--- config.mk ---
export PLATFORM = sky130hd
export DESIGN_NAME = audio_amp_front_flat
export DESIGN_NICKNAME = d
export VERILOG_FILES = /design/src/design/audio_front_pkg.sv /design/src/design/audio_link_if.sv /design/src/design/audio_amp_front.sv /design/src/flat_wrapper.sv
export SDC_FILE = /design/constraint.sdc
export NUM_CORES = 1
export LEC_CHECK = 0
export BUFFER_PORTS_ARGS = -buffer_cell sky130_fd_sc_hd__buf_2
export CELL_PAD_IN_SITES_DETAIL_PLACEMENT = 0
export CELL_PAD_IN_SITES_GLOBAL_PLACEMENT = 2
export CORE_AREA = 2 2 172 174
export DETAILED_ROUTE_END_ITERATION = 12
export DIE_AREA = 0 0 174 176
export GPL_TIMING_DRIVEN = 0
export PLACE_DENSITY_LB_ADDON = 0.1
export RECOVER_POWER = 50
export SYNTH_ARGS = -nofsm -noshare
export SYNTH_HDL_FRONTEND = slang
export SYNTH_SLANG_ARGS = --single-unit
--- constraint.sdc ---
create_clock -name core_clk -period 4.17 [get_ports core_clk]
set_input_delay 0.417 -clock core_clk [delete_from_list [all_inputs] [get_ports core_clk]]
set_output_delay 0.417 -clock core_clk [all_outputs]
set_load 0.005 [all_outputs]
--- src/design/audio_front_pkg.sv ---
/*
 * Shared constants for the audio clock, volume and PWM control block:
 * register offsets, field positions, reset values and timing counts.
 * Assumes a 20 MHz core clock shared by both ends.
 */
package audio_front_pkg;
	localparam int CORE_CLK_HZ = 20000000;
	localparam logic [7:0] PWM_CTRL_ADDR = 8'h02;
	localparam logic [7:0] PWM_CTRL_RESET = 8'h62;
	localparam logic [7:0] HPF_CTRL_ADDR = 8'h26;
	localparam logic [7:0] HPF_CTRL_RESET = 8'h00;
	localparam logic [7:0] SPREAD_COMP_ADDR = 8'h28;
	localparam logic [7:0] SPREAD_EN_ADDR = 8'h77;
	localparam logic [7:0] VOL_CH0_ADDR = 8'h40;
	localparam logic [7:0] VOL_CH1_ADDR = 8'h41;
	localparam logic [7:0] RAMP_CTRL_ADDR = 8'h42;
	localparam logic [7:0] STATUS_ADDR = 8'h43;
	localparam logic [7:0] CHAN_CTRL_ADDR = 8'h44;
	localparam logic [7:0] VOL_RESET = 8'hCF;
	localparam logic [7:0] VOL_MAX = 8'hFF;
	localparam logic [7:0] GAIN_RESET = 8'h00;
	localparam int FREQ_LSB = 4;
	localparam int PHASE_LSB = 2;
	localparam int HPF_LSB = 0;
	localparam int SPREAD_BIT = 7;
	localparam int COMP_LSB = 6;
	localparam logic [2:0] FREQ_8X = 3'h0;
	localparam logic [2:0] FREQ_10X = 3'h1;
	localparam logic [2:0] FREQ_HI0 = 3'h5;
	localparam logic [2:0] FREQ_HI1 = 3'h6;
	localparam logic [2:0] FREQ_HI2 = 3'h7;
	localparam int MCLK_128 = 128;
	localparam int MCLK_256 = 256;
	localparam int MCLK_512 = 512;
	localparam int BCLK_32 = 32;
	localparam int BCLK_64 = 64;
	localparam int BCLK_128 = 128;
	localparam int BCLK_256 = 256;
	localparam int FS_441_HZ = 44100;
	localparam int FS_48_HZ = 48000;
	localparam int FS_96_HZ = 96000;
	localparam int AUDIO_CLK_MAX_HZ = 25000000;
	localparam int FS_TOL_PCT = 2;
	localparam int FS_MIN_CYC = CORE_CLK_HZ / (FS_96_HZ * (100 + FS_TOL_PCT) / 100);
	localparam int FS_MAX_CYC = (CORE_CLK_HZ + FS_441_HZ * (100 - FS_TOL_PCT) / 100 - 1)
		/ (FS_441_HZ * (100 - FS_TOL_PCT) / 100);
	localparam int FS_TIMEOUT_CYC = 2 * FS_MAX_CYC;
	localparam int SPREAD_PCT = 8;
	localparam int FS_CNT_W = 12;
	localparam int EDGE_CNT_W = 10;
endpackage

--- src/design/audio_link_if.sv ---
/*
 * Serial audio clock link and register port between the audio source
 * end and the amplifier front end. Plain point-to-point wires.
 */
`timescale 1ns/100ps
`default_nettype none
interface audio_link_if;
	logic master_clk;
	logic bit_clk;
	logic frame_sync;
	logic [7:0] reg_addr;
	logic [7:0] reg_wdata;
	logic reg_wr;
	logic reg_rd;
	logic [7:0] reg_rdata;
	modport amp (
		input master_clk, bit_clk, frame_sync, reg_addr, reg_wdata, reg_wr, reg_rd,
		output reg_rdata
	);
	modport source (
		output master_clk, bit_clk, frame_sync, reg_addr, reg_wdata, reg_wr, reg_rd,
		input reg_rdata
	);
endinterface
`default_nettype wire

--- src/design/audio_amp_front.sv ---
/*
 * Amplifier digital front end: audio clock checking with high-impedance
 * on fault, DC-block filter corner code, ramped per-channel volume, PWM rate,
 * spread and phase selection. Registers reached over the link port.
 * Assumes audio clocks asynchronous to core_clk and well below 10 MHz
 * when sampled (bench master clocks run at 10 MHz, synchronous to core_clk).
 */
// The address-and-strobe port was left to the implementer.
`timescale 1ns/100ps
`default_nettype none
module audio_amp_front #(
	parameter int CHANNELS = 2,
	parameter int TIMEOUT_CYC = audio_front_pkg::FS_TIMEOUT_CYC
) (
	input wire logic core_clk,
	input wire logic sys_rst,
	input wire logic supplies_valid,
	audio_link_if.amp link,
	output logic [CHANNELS-1:0] high_impedance_state,
	output logic [CHANNELS*8-1:0] volume_now,
	output logic [3:0] hpf_corner,
	output logic [2:0] pwm_rate_code,
	output logic [1:0] pwm_phase_code,
	output logic spread_active,
	output logic [5:0] pwm_mult,
	output logic [1:0] gain_code,
	output logic clock_fault
);
	localparam int TW = $clog2(TIMEOUT_CYC + 1);
	logic [2:0] mc_s, bc_s, fs_s;
	logic [7:0] pwm_reg, pwm_next, hpf_reg, hpf_next, comp_reg, comp_next, ss_reg, ss_next;
	logic [7:0] ramp_reg, ramp_next, chan_reg, chan_next, rdata_reg, rdata_next;
	logic [CHANNELS*8-1:0] vtgt_reg, vtgt_next, vol_reg, vol_next;
	logic [audio_front_pkg::EDGE_CNT_W-1:0] mc_cnt_reg, mc_cnt_next, bc_cnt_reg, bc_cnt_next;
	logic [TW-1:0] fs_cyc_reg, fs_cyc_next;
	logic fault_reg, fault_next;
	logic [3:0] frm_reg, frm_next;
	logic mc_rise, bc_rise, fs_rise, ratio_ok, rate_ok, step;

	////////////////////////////////////////////////////////////////
	// Two-flop sync plus edge stage
	always_ff @(posedge core_clk) begin
		if (sys_rst) begin
			mc_s <= 3'h0;
			bc_s <= 3'h0;
			fs_s <= 3'h0;
		end else begin
			mc_s <= {mc_s[1:0], link.master_clk};
			bc_s <= {bc_s[1:0], link.bit_clk};
			fs_s <= {fs_s[1:0], link.frame_sync};
		end
	end
	assign mc_rise = mc_s[1] & ~mc_s[2];
	assign bc_rise = bc_s[1] & ~bc_s[2];
	assign fs_rise = fs_s[1] & ~fs_s[2];

	////////////////////////////////////////////////////////////////
	// Clock checking
	always_comb begin
		ratio_ok = (mc_cnt_reg == 10'(audio_front_pkg::MCLK_128)) || (mc_cnt_reg == 10'(audio_front_pkg::MCLK_256))
			|| (mc_cnt_reg == 10'(audio_front_pkg::MCLK_512));
		ratio_ok = ratio_ok && ((bc_cnt_reg == 10'(audio_front_pkg::BCLK_32))
			|| (bc_cnt_reg == 10'(audio_front_pkg::BCLK_64)) || (bc_cnt_reg == 10'(audio_front_pkg::BCLK_128))
			|| (bc_cnt_reg == 10'(audio_front_pkg::BCLK_256)));
		rate_ok = (fs_cyc_reg >= TW'(audio_front_pkg::FS_MIN_CYC)) && (fs_cyc_reg <= TW'(audio_front_pkg::FS_MAX_CYC));
		mc_cnt_next = mc_cnt_reg;
		bc_cnt_next = bc_cnt_reg;
		fs_cyc_next = fs_cyc_reg;
		fault_next = fault_reg;
		if (fs_rise) begin
			fault_next = !(ratio_ok && rate_ok);
			mc_cnt_next = 10'(mc_rise);
			bc_cnt_next = 10'(bc_rise);
			fs_cyc_next = '0;
		end else begin
			if (mc_rise && mc_cnt_reg != '1)
				mc_cnt_next = mc_cnt_reg + 10'h001;
			if (bc_rise && bc_cnt_reg != '1)
				bc_cnt_next = bc_cnt_reg + 10'h001;
			if (fs_cyc_reg == TW'(TIMEOUT_CYC)) begin
				fault_next = 1'b1;
			end else begin
				fs_cyc_next = fs_cyc_reg + TW'(1);
			end
		end
	end

	////////////////////////////////////////////////////////////////
	// Ramp step every 1/2/4/8 frames
	always_comb begin
		frm_next = frm_reg;
		step = 1'b0;
		if (fs_rise && !fault_reg) begin
			if (frm_reg >= 4'((1 << ramp_reg[1:0]) - 1)) begin
				frm_next = 4'h0;
				step = 1'b1;
			end else begin
				frm_next = frm_reg + 4'h1;
			end
		end
	end

	generate
		for (genvar c = 0; c < CHANNELS; c++) begin : g_ramp
			always_comb begin
				vol_next[c*8 +: 8] = vol_reg[c*8 +: 8];
				if (step && vol_reg[c*8 +: 8] < vtgt_reg[c*8 +: 8])
					vol_next[c*8 +: 8] = vol_reg[c*8 +: 8] + 8'h01;
				else if (step && vol_reg[c*8 +: 8] > vtgt_reg[c*8 +: 8])
					vol_next[c*8 +: 8] = vol_reg[c*8 +: 8] - 8'h01;
			end
			assign high_impedance_state[c] = chan_reg[c] | fault_reg;
		end
	endgenerate

	////////////////////////////////////////////////////////////////
	// Registers
	always_comb begin
		pwm_next = pwm_reg;
		hpf_next = hpf_reg;
		comp_next = comp_reg;
		ss_next = ss_reg;
		ramp_next = ramp_reg;
		chan_next = chan_reg;
		vtgt_next = vtgt_reg;
		rdata_next = rdata_reg;
		if (link.reg_wr) begin
			if (link.reg_addr == audio_front_pkg::PWM_CTRL_ADDR) begin
				pwm_next = link.reg_wdata;
			end else if (link.reg_addr == audio_front_pkg::HPF_CTRL_ADDR) begin
				hpf_next = link.reg_wdata;
			end else if (link.reg_addr == audio_front_pkg::SPREAD_COMP_ADDR) begin
				comp_next = link.reg_wdata;
			end else if (link.reg_addr == audio_front_pkg::SPREAD_EN_ADDR) begin
				ss_next = link.reg_wdata;
			end else if (link.reg_addr == audio_front_pkg::VOL_CH0_ADDR) begin
				vtgt_next[7:0] = (link.reg_wdata > audio_front_pkg::VOL_MAX) ? audio_front_pkg::VOL_MAX : link.reg_wdata;
			end else if (link.reg_addr == audio_front_pkg::VOL_CH1_ADDR) begin
				vtgt_next[15:8] = link.reg_wdata;
			end else if (link.reg_addr == audio_front_pkg::RAMP_CTRL_ADDR) begin
				ramp_next = link.reg_wdata;
			end else if (link.reg_addr == audio_front_pkg::CHAN_CTRL_ADDR) begin
				chan_next = link.reg_wdata;
			end
		end
		if (link.reg_rd) begin
			if (link.reg_addr == audio_front_pkg::PWM_CTRL_ADDR) begin
				rdata_next = pwm_reg;
			end else if (link.reg_addr == audio_front_pkg::HPF_CTRL_ADDR) begin
				rdata_next = hpf_reg;
			end else if (link.reg_addr == audio_front_pkg::SPREAD_COMP_ADDR) begin
				rdata_next = comp_reg;
			end else if (link.reg_addr == audio_front_pkg::SPREAD_EN_ADDR) begin
				rdata_next = ss_reg;
			end else if (link.reg_addr == audio_front_pkg::VOL_CH0_ADDR) begin
				rdata_next = vol_reg[7:0];
			end else if (link.reg_addr == audio_front_pkg::VOL_CH1_ADDR) begin
				rdata_next = vol_reg[15:8];
			end else if (link.reg_addr == audio_front_pkg::RAMP_CTRL_ADDR) begin
				rdata_next = ramp_reg;
			end else if (link.reg_addr == audio_front_pkg::STATUS_ADDR) begin
				rdata_next = {5'h00, spread_active, fault_reg, |high_impedance_state};
			end else if (link.reg_addr == audio_front_pkg::CHAN_CTRL_ADDR) begin
				rdata_next = chan_reg;
			end else begin
				rdata_next = 8'h00;
			end
		end
		if (!supplies_valid) begin
			ss_next[audio_front_pkg::SPREAD_BIT] = 1'b0;
			comp_next[7:audio_front_pkg::COMP_LSB] = 2'b00;
		end
	end

	always_ff @(posedge core_clk) begin
		if (sys_rst) begin
			pwm_reg <= audio_front_pkg::PWM_CTRL_RESET;
			hpf_reg <= audio_front_pkg::HPF_CTRL_RESET;
			comp_reg <= 8'h00;
			ss_reg <= 8'h00;
			ramp_reg <= 8'h00;
			chan_reg <= 8'hFF;
			vtgt_reg <= {CHANNELS{audio_front_pkg::VOL_RESET}};
			vol_reg <= {CHANNELS{audio_front_pkg::VOL_RESET}};
			rdata_reg <= 8'h00;
			mc_cnt_reg <= '0;
			bc_cnt_reg <= '0;
			fs_cyc_reg <= '0;
			fault_reg <= 1'b1;
			frm_reg <= 4'h0;
		end else begin
			pwm_reg <= pwm_next;
			hpf_reg <= hpf_next;
			comp_reg <= comp_next;
			ss_reg <= ss_next;
			ramp_reg <= ramp_next;
			chan_reg <= chan_next;
			vtgt_reg <= vtgt_next;
			vol_reg <= vol_next;
			rdata_reg <= rdata_next;
			mc_cnt_reg <= mc_cnt_next;
			bc_cnt_reg <= bc_cnt_next;
			fs_cyc_reg <= fs_cyc_next;
			fault_reg <= fault_next;
			frm_reg <= frm_next;
		end
	end

	////////////////////////////////////////////////////////////////
	// Outputs
	// corner field, default code 0
	assign hpf_corner = hpf_reg[audio_front_pkg::HPF_LSB +: 4];
	assign pwm_rate_code = pwm_reg[audio_front_pkg::FREQ_LSB +: 3];
	assign pwm_phase_code = pwm_reg[audio_front_pkg::PHASE_LSB +: 2];
	assign spread_active = ss_reg[audio_front_pkg::SPREAD_BIT] & (&comp_reg[7:audio_front_pkg::COMP_LSB]);
	assign gain_code = ramp_reg[5:4];
	assign volume_now = vol_reg;
	assign clock_fault = fault_reg;
	assign link.reg_rdata = rdata_reg;
	always_comb begin
		case (pwm_rate_code)
			audio_front_pkg::FREQ_8X: pwm_mult = 6'h08;
			audio_front_pkg::FREQ_10X: pwm_mult = 6'h0A;
			audio_front_pkg::FREQ_HI0: pwm_mult = 6'h26;
			audio_front_pkg::FREQ_HI1: pwm_mult = 6'h2C;
			audio_front_pkg::FREQ_HI2: pwm_mult = 6'h30;
			default: pwm_mult = 6'h00;
		endcase
	end
endmodule
`default_nettype wire

--- src/flat_wrapper.sv ---
// flat-port wrapper written by rule: the top's interface ports become plain ports
module audio_amp_front_flat 
#(
	parameter int CHANNELS = 2,
	parameter int TIMEOUT_CYC = audio_front_pkg::FS_TIMEOUT_CYC
)
  (core_clk, sys_rst, supplies_valid, high_impedance_state, volume_now, hpf_corner, pwm_rate_code, pwm_phase_code, spread_active, pwm_mult, gain_code, clock_fault, link_master_clk, link_bit_clk, link_frame_sync, link_reg_addr, link_reg_wdata, link_reg_wr, link_reg_rd, link_reg_rdata);
  audio_link_if link_i ();
  input wire logic core_clk;
  input wire logic sys_rst;
  input wire logic supplies_valid;
  output logic [CHANNELS-1:0] high_impedance_state;
  output logic [CHANNELS*8-1:0] volume_now;
  output logic [3:0] hpf_corner;
  output logic [2:0] pwm_rate_code;
  output logic [1:0] pwm_phase_code;
  output logic spread_active;
  output logic [5:0] pwm_mult;
  output logic [1:0] gain_code;
  output logic clock_fault;
  input wire logic [$bits(link_i.master_clk)-1:0] link_master_clk;
  input wire logic [$bits(link_i.bit_clk)-1:0] link_bit_clk;
  input wire logic [$bits(link_i.frame_sync)-1:0] link_frame_sync;
  input wire logic [$bits(link_i.reg_addr)-1:0] link_reg_addr;
  input wire logic [$bits(link_i.reg_wdata)-1:0] link_reg_wdata;
  input wire logic [$bits(link_i.reg_wr)-1:0] link_reg_wr;
  input wire logic [$bits(link_i.reg_rd)-1:0] link_reg_rd;
  output wire logic [$bits(link_i.reg_rdata)-1:0] link_reg_rdata;
  assign link_i.master_clk = link_master_clk;
  assign link_i.bit_clk = link_bit_clk;
  assign link_i.frame_sync = link_frame_sync;
  assign link_i.reg_addr = link_reg_addr;
  assign link_i.reg_wdata = link_reg_wdata;
  assign link_i.reg_wr = link_reg_wr;
  assign link_i.reg_rd = link_reg_rd;
  assign link_reg_rdata = link_i.reg_rdata;
  audio_amp_front #(.CHANNELS(CHANNELS), .TIMEOUT_CYC(TIMEOUT_CYC)) u_core (.core_clk(core_clk), .sys_rst(sys_rst), .supplies_valid(supplies_valid), .link(link_i), .high_impedance_state(high_impedance_state), .volume_now(volume_now), .hpf_corner(hpf_corner), .pwm_rate_code(pwm_rate_code), .pwm_phase_code(pwm_phase_code), .spread_active(spread_active), .pwm_mult(pwm_mult), .gain_code(gain_code), .clock_fault(clock_fault));
endmodule
==> flow_summary_export.csv <==
group,metric,value,unit
status,status,"finished, final reports clean",
timing,worstMarginPinSlew,1.14,ns
hold_path,min_path_cells,2,
pwr,power,0.00320,W
logic_synthesis,yosysUniqueCellTypes,69,
grt,grt_busiest_layer,"met2",
floorplan,fp.coreArea,28500,um^2
floorplan,die_w,174,um
placed_design,portBuffers,61,
layout,n_antenna_cell,0,
detailed_routing,drtIter0Drc,357,
grt,grt_pass1_wl,38300,um
floorplan,start_util,0.249,
detailed_routing,wl_per_cell,18.5,um
grt,met1_usage,0.220,
floorplan,fp.dieArea,30600,um^2
logic_synthesis,synthFlopType,"dfxtp_1",
clocking,insertion_delay,0.43,ns
logic_synthesis,yosys.area_share.simple,0.232,
detailed_routing,antenna_left,0,
layout,layout_commonest_cell,"dfxtp_1",
job,cap_viol_max_count,0,
logic_synthesis,netlist_instances,857,
grt,grt_pass1_vias,6283,
logic_synthesis,synth_nets,923,
critical_path,crit_path_cell_trace,"or2_2, ha_1, nand2b_1, a21o_1, a211o_1, o211ai_1, buf_4, or3_1, ha_1, nand3_1, o211ai_1, o41ai_2, or3_1, a211oi_1, mux2i_1",
clocking,cts_buffers,17,
logic_synthesis,synth_seq_area_share,0.372,
floorplan,die_h,176,um
clocking,cts_root_buffer,"clkbuf_16",
timing,slew-limit-headroom,0.230,
hold_path,worstHoldStart,"link_master_clk",
grt,use_met2,0.278,
timing,setup_violations,0,
layout,nets,1006,
logic_synthesis,syn_avg_cell_area,8.30,um^2
timing,max_clock_freq,0.256,GHz
detailed_routing,wl,24800,um
logic_synthesis,synthXorXnorAreaFrac,0.0370,
critical_path,cp_max_fo,7,
clocking,cts.sinks,132,
grt,grt-ovfl-total,0,
critical_path,worstReg2RegStart,"u_core.ramp_reg[0]",
timing,skew,0.0140,ns
logic_synthesis,ys_ff_latch,132,
placed_design,hpwl,18400,um
clocking,clkTransAtPathRegs,0.06,ns
critical_path,end_kind,"flop",
critical_path,worstPathArrival,4.27,ns
logic_synthesis,synth-edff-count,0,
critical_path,crit_type,"reg -> reg",
pwr,power.density,374,nW/um^2
clocking,hold_buffers,0,
timing,finalHoldViolations,0,
logic_synthesis,ys_warn_count,0,
detailed_routing,drc,0,
grt,grtUsageTotal,0.165,
layout,areaGrowthSynthToFinish,20.3,%
critical_path,required,4.53,ns
detailed_routing,via_per_inst,4.78,
critical_path,reg2reg_setup_slack,0.26,ns
clocking,h-tree-depth,4,
critical_path,max_stage_delay,0.51,ns
timing,fin_crit,3.91,ns
logic_synthesis,synth_top_family_by_area,"simple AND/OR/NAND/NOR gates",
clocking,clockBufferDepth,2,
logic_synthesis,synthArstFlopShare,0,
timing,finalCritPeriodShare,0.938,
timing,drv_slew,0,
hold_path,hold_class,"in -> reg",
hold_path,worstHoldEndpoint,"u_core.mc_s[0]",
logic_synthesis,muxShareOfSynthArea,0.0498,
placed_design,gp_congestion,0.771,
logic_synthesis,yosys.area_share.adder,0.0760,
detailed_routing,vias,6395,
logic_synthesis,synth_compound_area_frac,0.175,
grt,met3_usage,0.0256,
critical_path,r2r-end,"u_core.volume_now[15]",
clocking,tritoncts,"done",
pwr,cellLeakagePower,3.26,nW
floorplan,boundaryPins,69,
pwr,peakVddDrop,235,uV
critical_path,start_kind,"flop",
timing,grt_setup_unrepaired,"true",
layout,layout_common_cells,"dfxtp_1 (132), nor2_1 (87), a21oi_1 (71)",
floorplan,rows,62,
timing,setup_tns,0,ns
logic_synthesis,synth_area,7110,um^2
detailed_routing,dr.pass1.iters,5,
grt,grt_max_degree,17,
critical_path,ff2ff_path_depth,15,
critical_path,cp_slowest_cell,"or3_1",
layout,drive_above_1_share,0.113,
grt,antenna_found_initial,0,
==> worst max path at each step <==
stage                       startpoint               endpoint  slack, ns  cells after the start
finish              u_core.ramp_reg[0]  u_core.volume_now[15]       0.26                     15
global route        u_core.ramp_reg[0]  u_core.volume_now[15]      -0.03                     15
CTS                 u_core.ramp_reg[0]  u_core.volume_now[15]       0.21                     15
detailed placement      u_core.fs_s[2]  u_core.volume_now[15]      -0.11                     11
global placement        u_core.fs_s[2]  u_core.volume_now[15]      -0.14                     11
floorplan           u_core.ramp_reg[0]  u_core.volume_now[15]       0.75                     14
==> power breakdown <==
part,switching (W),internal [W],leakage (nW)
Sequential,0.00000767,0.00127,1.07
Combinational,0.000113,0.0000402,1.87
Clock,0.000610,0.00116,0.325
Total,0.000731,0.00247,3.26
==> per-layer routing <==
metal | part of all wire | vias up
met2 | 0.48 | 103
met5 | 0 | -
met1 | 0.49 | 3066
met3 | 0.027 | 15
met4 | 0.011 | 0
li1 | - | 3211
==> final cells by class <==
type	instances	area, um^2
plain buffers	53	250
clock buffers	21	460
clock inverters	11	221
fillers	3175	20000
inverters	40	150
multi-input cells	632	4040
flip-flops and latches	132	2640
well taps	384	480
repair buffers	64	305
==> worst max-delay path, delay by kind of cell, from the launching register on <==
kind | cells | cell delay, ns
buffers and inverters | 1 | 0.19
muxes | 1 | 0.21
and+or+nand+nor | 5 | 1.33
DFF | 1 | 0.36
adders and majority gates | 2 | 0.69
AOI/OAI and AO/OA | 6 | 1.07
==> cells in the mapped netlist (3+ instances only) <==
| cell | instances | area [um^2] |
|---|---|---|
| dfxtp_1 | 132 | 2640 |
| nor2_1 | 87 | 327 |
| a21oi_1 | 71 | 355 |
| nand2_1 | 57 | 214 |
| nand3_1 | 49 | 245 |
| o21ai_0 | 47 | 235 |
| ha_1 | 40 | 500 |
| inv_1 | 40 | 150 |
| nor3_1 | 38 | 190 |
| mux2i_1 | 32 | 320 |
| clkbuf_1 | 30 | 113 |
| nor2b_1 | 22 | 138 |
| nand4_1 | 18 | 113 |
| xor2_1 | 17 | 149 |
| buf_4 | 13 | 97.6 |
| xnor2_1 | 13 | 114 |
| or3_1 | 12 | 75.1 |
| o211ai_1 | 11 | 82.6 |
| a21o_1 | 9 | 67.6 |
| nand2b_1 | 8 | 50.1 |
| and3_1 | 7 | 43.8 |
| buf_2 | 6 | 30.0 |
| o22ai_1 | 6 | 37.5 |
| a211oi_1 | 5 | 37.5 |
| a221o_1 | 5 | 50.1 |
| a221oi_1 | 5 | 43.8 |
| o21a_1 | 5 | 37.5 |
| a22oi_1 | 4 | 30.0 |
| o21bai_1 | 4 | 30.0 |
| or2_2 | 4 | 25.0 |
| a31oi_1 | 3 | 18.8 |
| a32o_1 | 3 | 30.0 |
| and2_1 | 3 | 18.8 |
| buf_1 | 3 | 11.3 |
| nand3b_1 | 3 | 22.5 |
| o21ai_1 | 3 | 15.0 |
==> stage by stage <==
step	worst slack (ns)	area [um^2]	hold WS, ns	cells	utilization
2_1_floorplan	0.753	7110	0.414	857	-
3_3_place_gp	-0.143	7900	0.422	1302	0.277
3_5_place_dp	-0.106	7900	0.425	1302	0.277
4_1_cts	0.207	8600	0.187	1337	0.301
5_1_grt	-0.0275	8550	0.220	1337	0.300
6_report	0.260	8550	0.205	1337	0.300
==> logic make-up after synthesis <==
| family | count (synthesis) |
|---|---|
| AOI/OAI and AO/OA | 198 |
| adders and majority gates | 42 |
| DFF | 132 |
| buffers and inverters | 93 |
| muxes | 34 |
| and+or+nand+nor | 326 |
| other | 2 |
| xor gates and xnor gates | 30 |
==> repair_timing <==
action                     CTS  global route
setup endpoints to repair    2             2
buffers inserted             3             0
gates resized for setup      1             2
No activity file was read; power rests on OpenSTA's default activity.
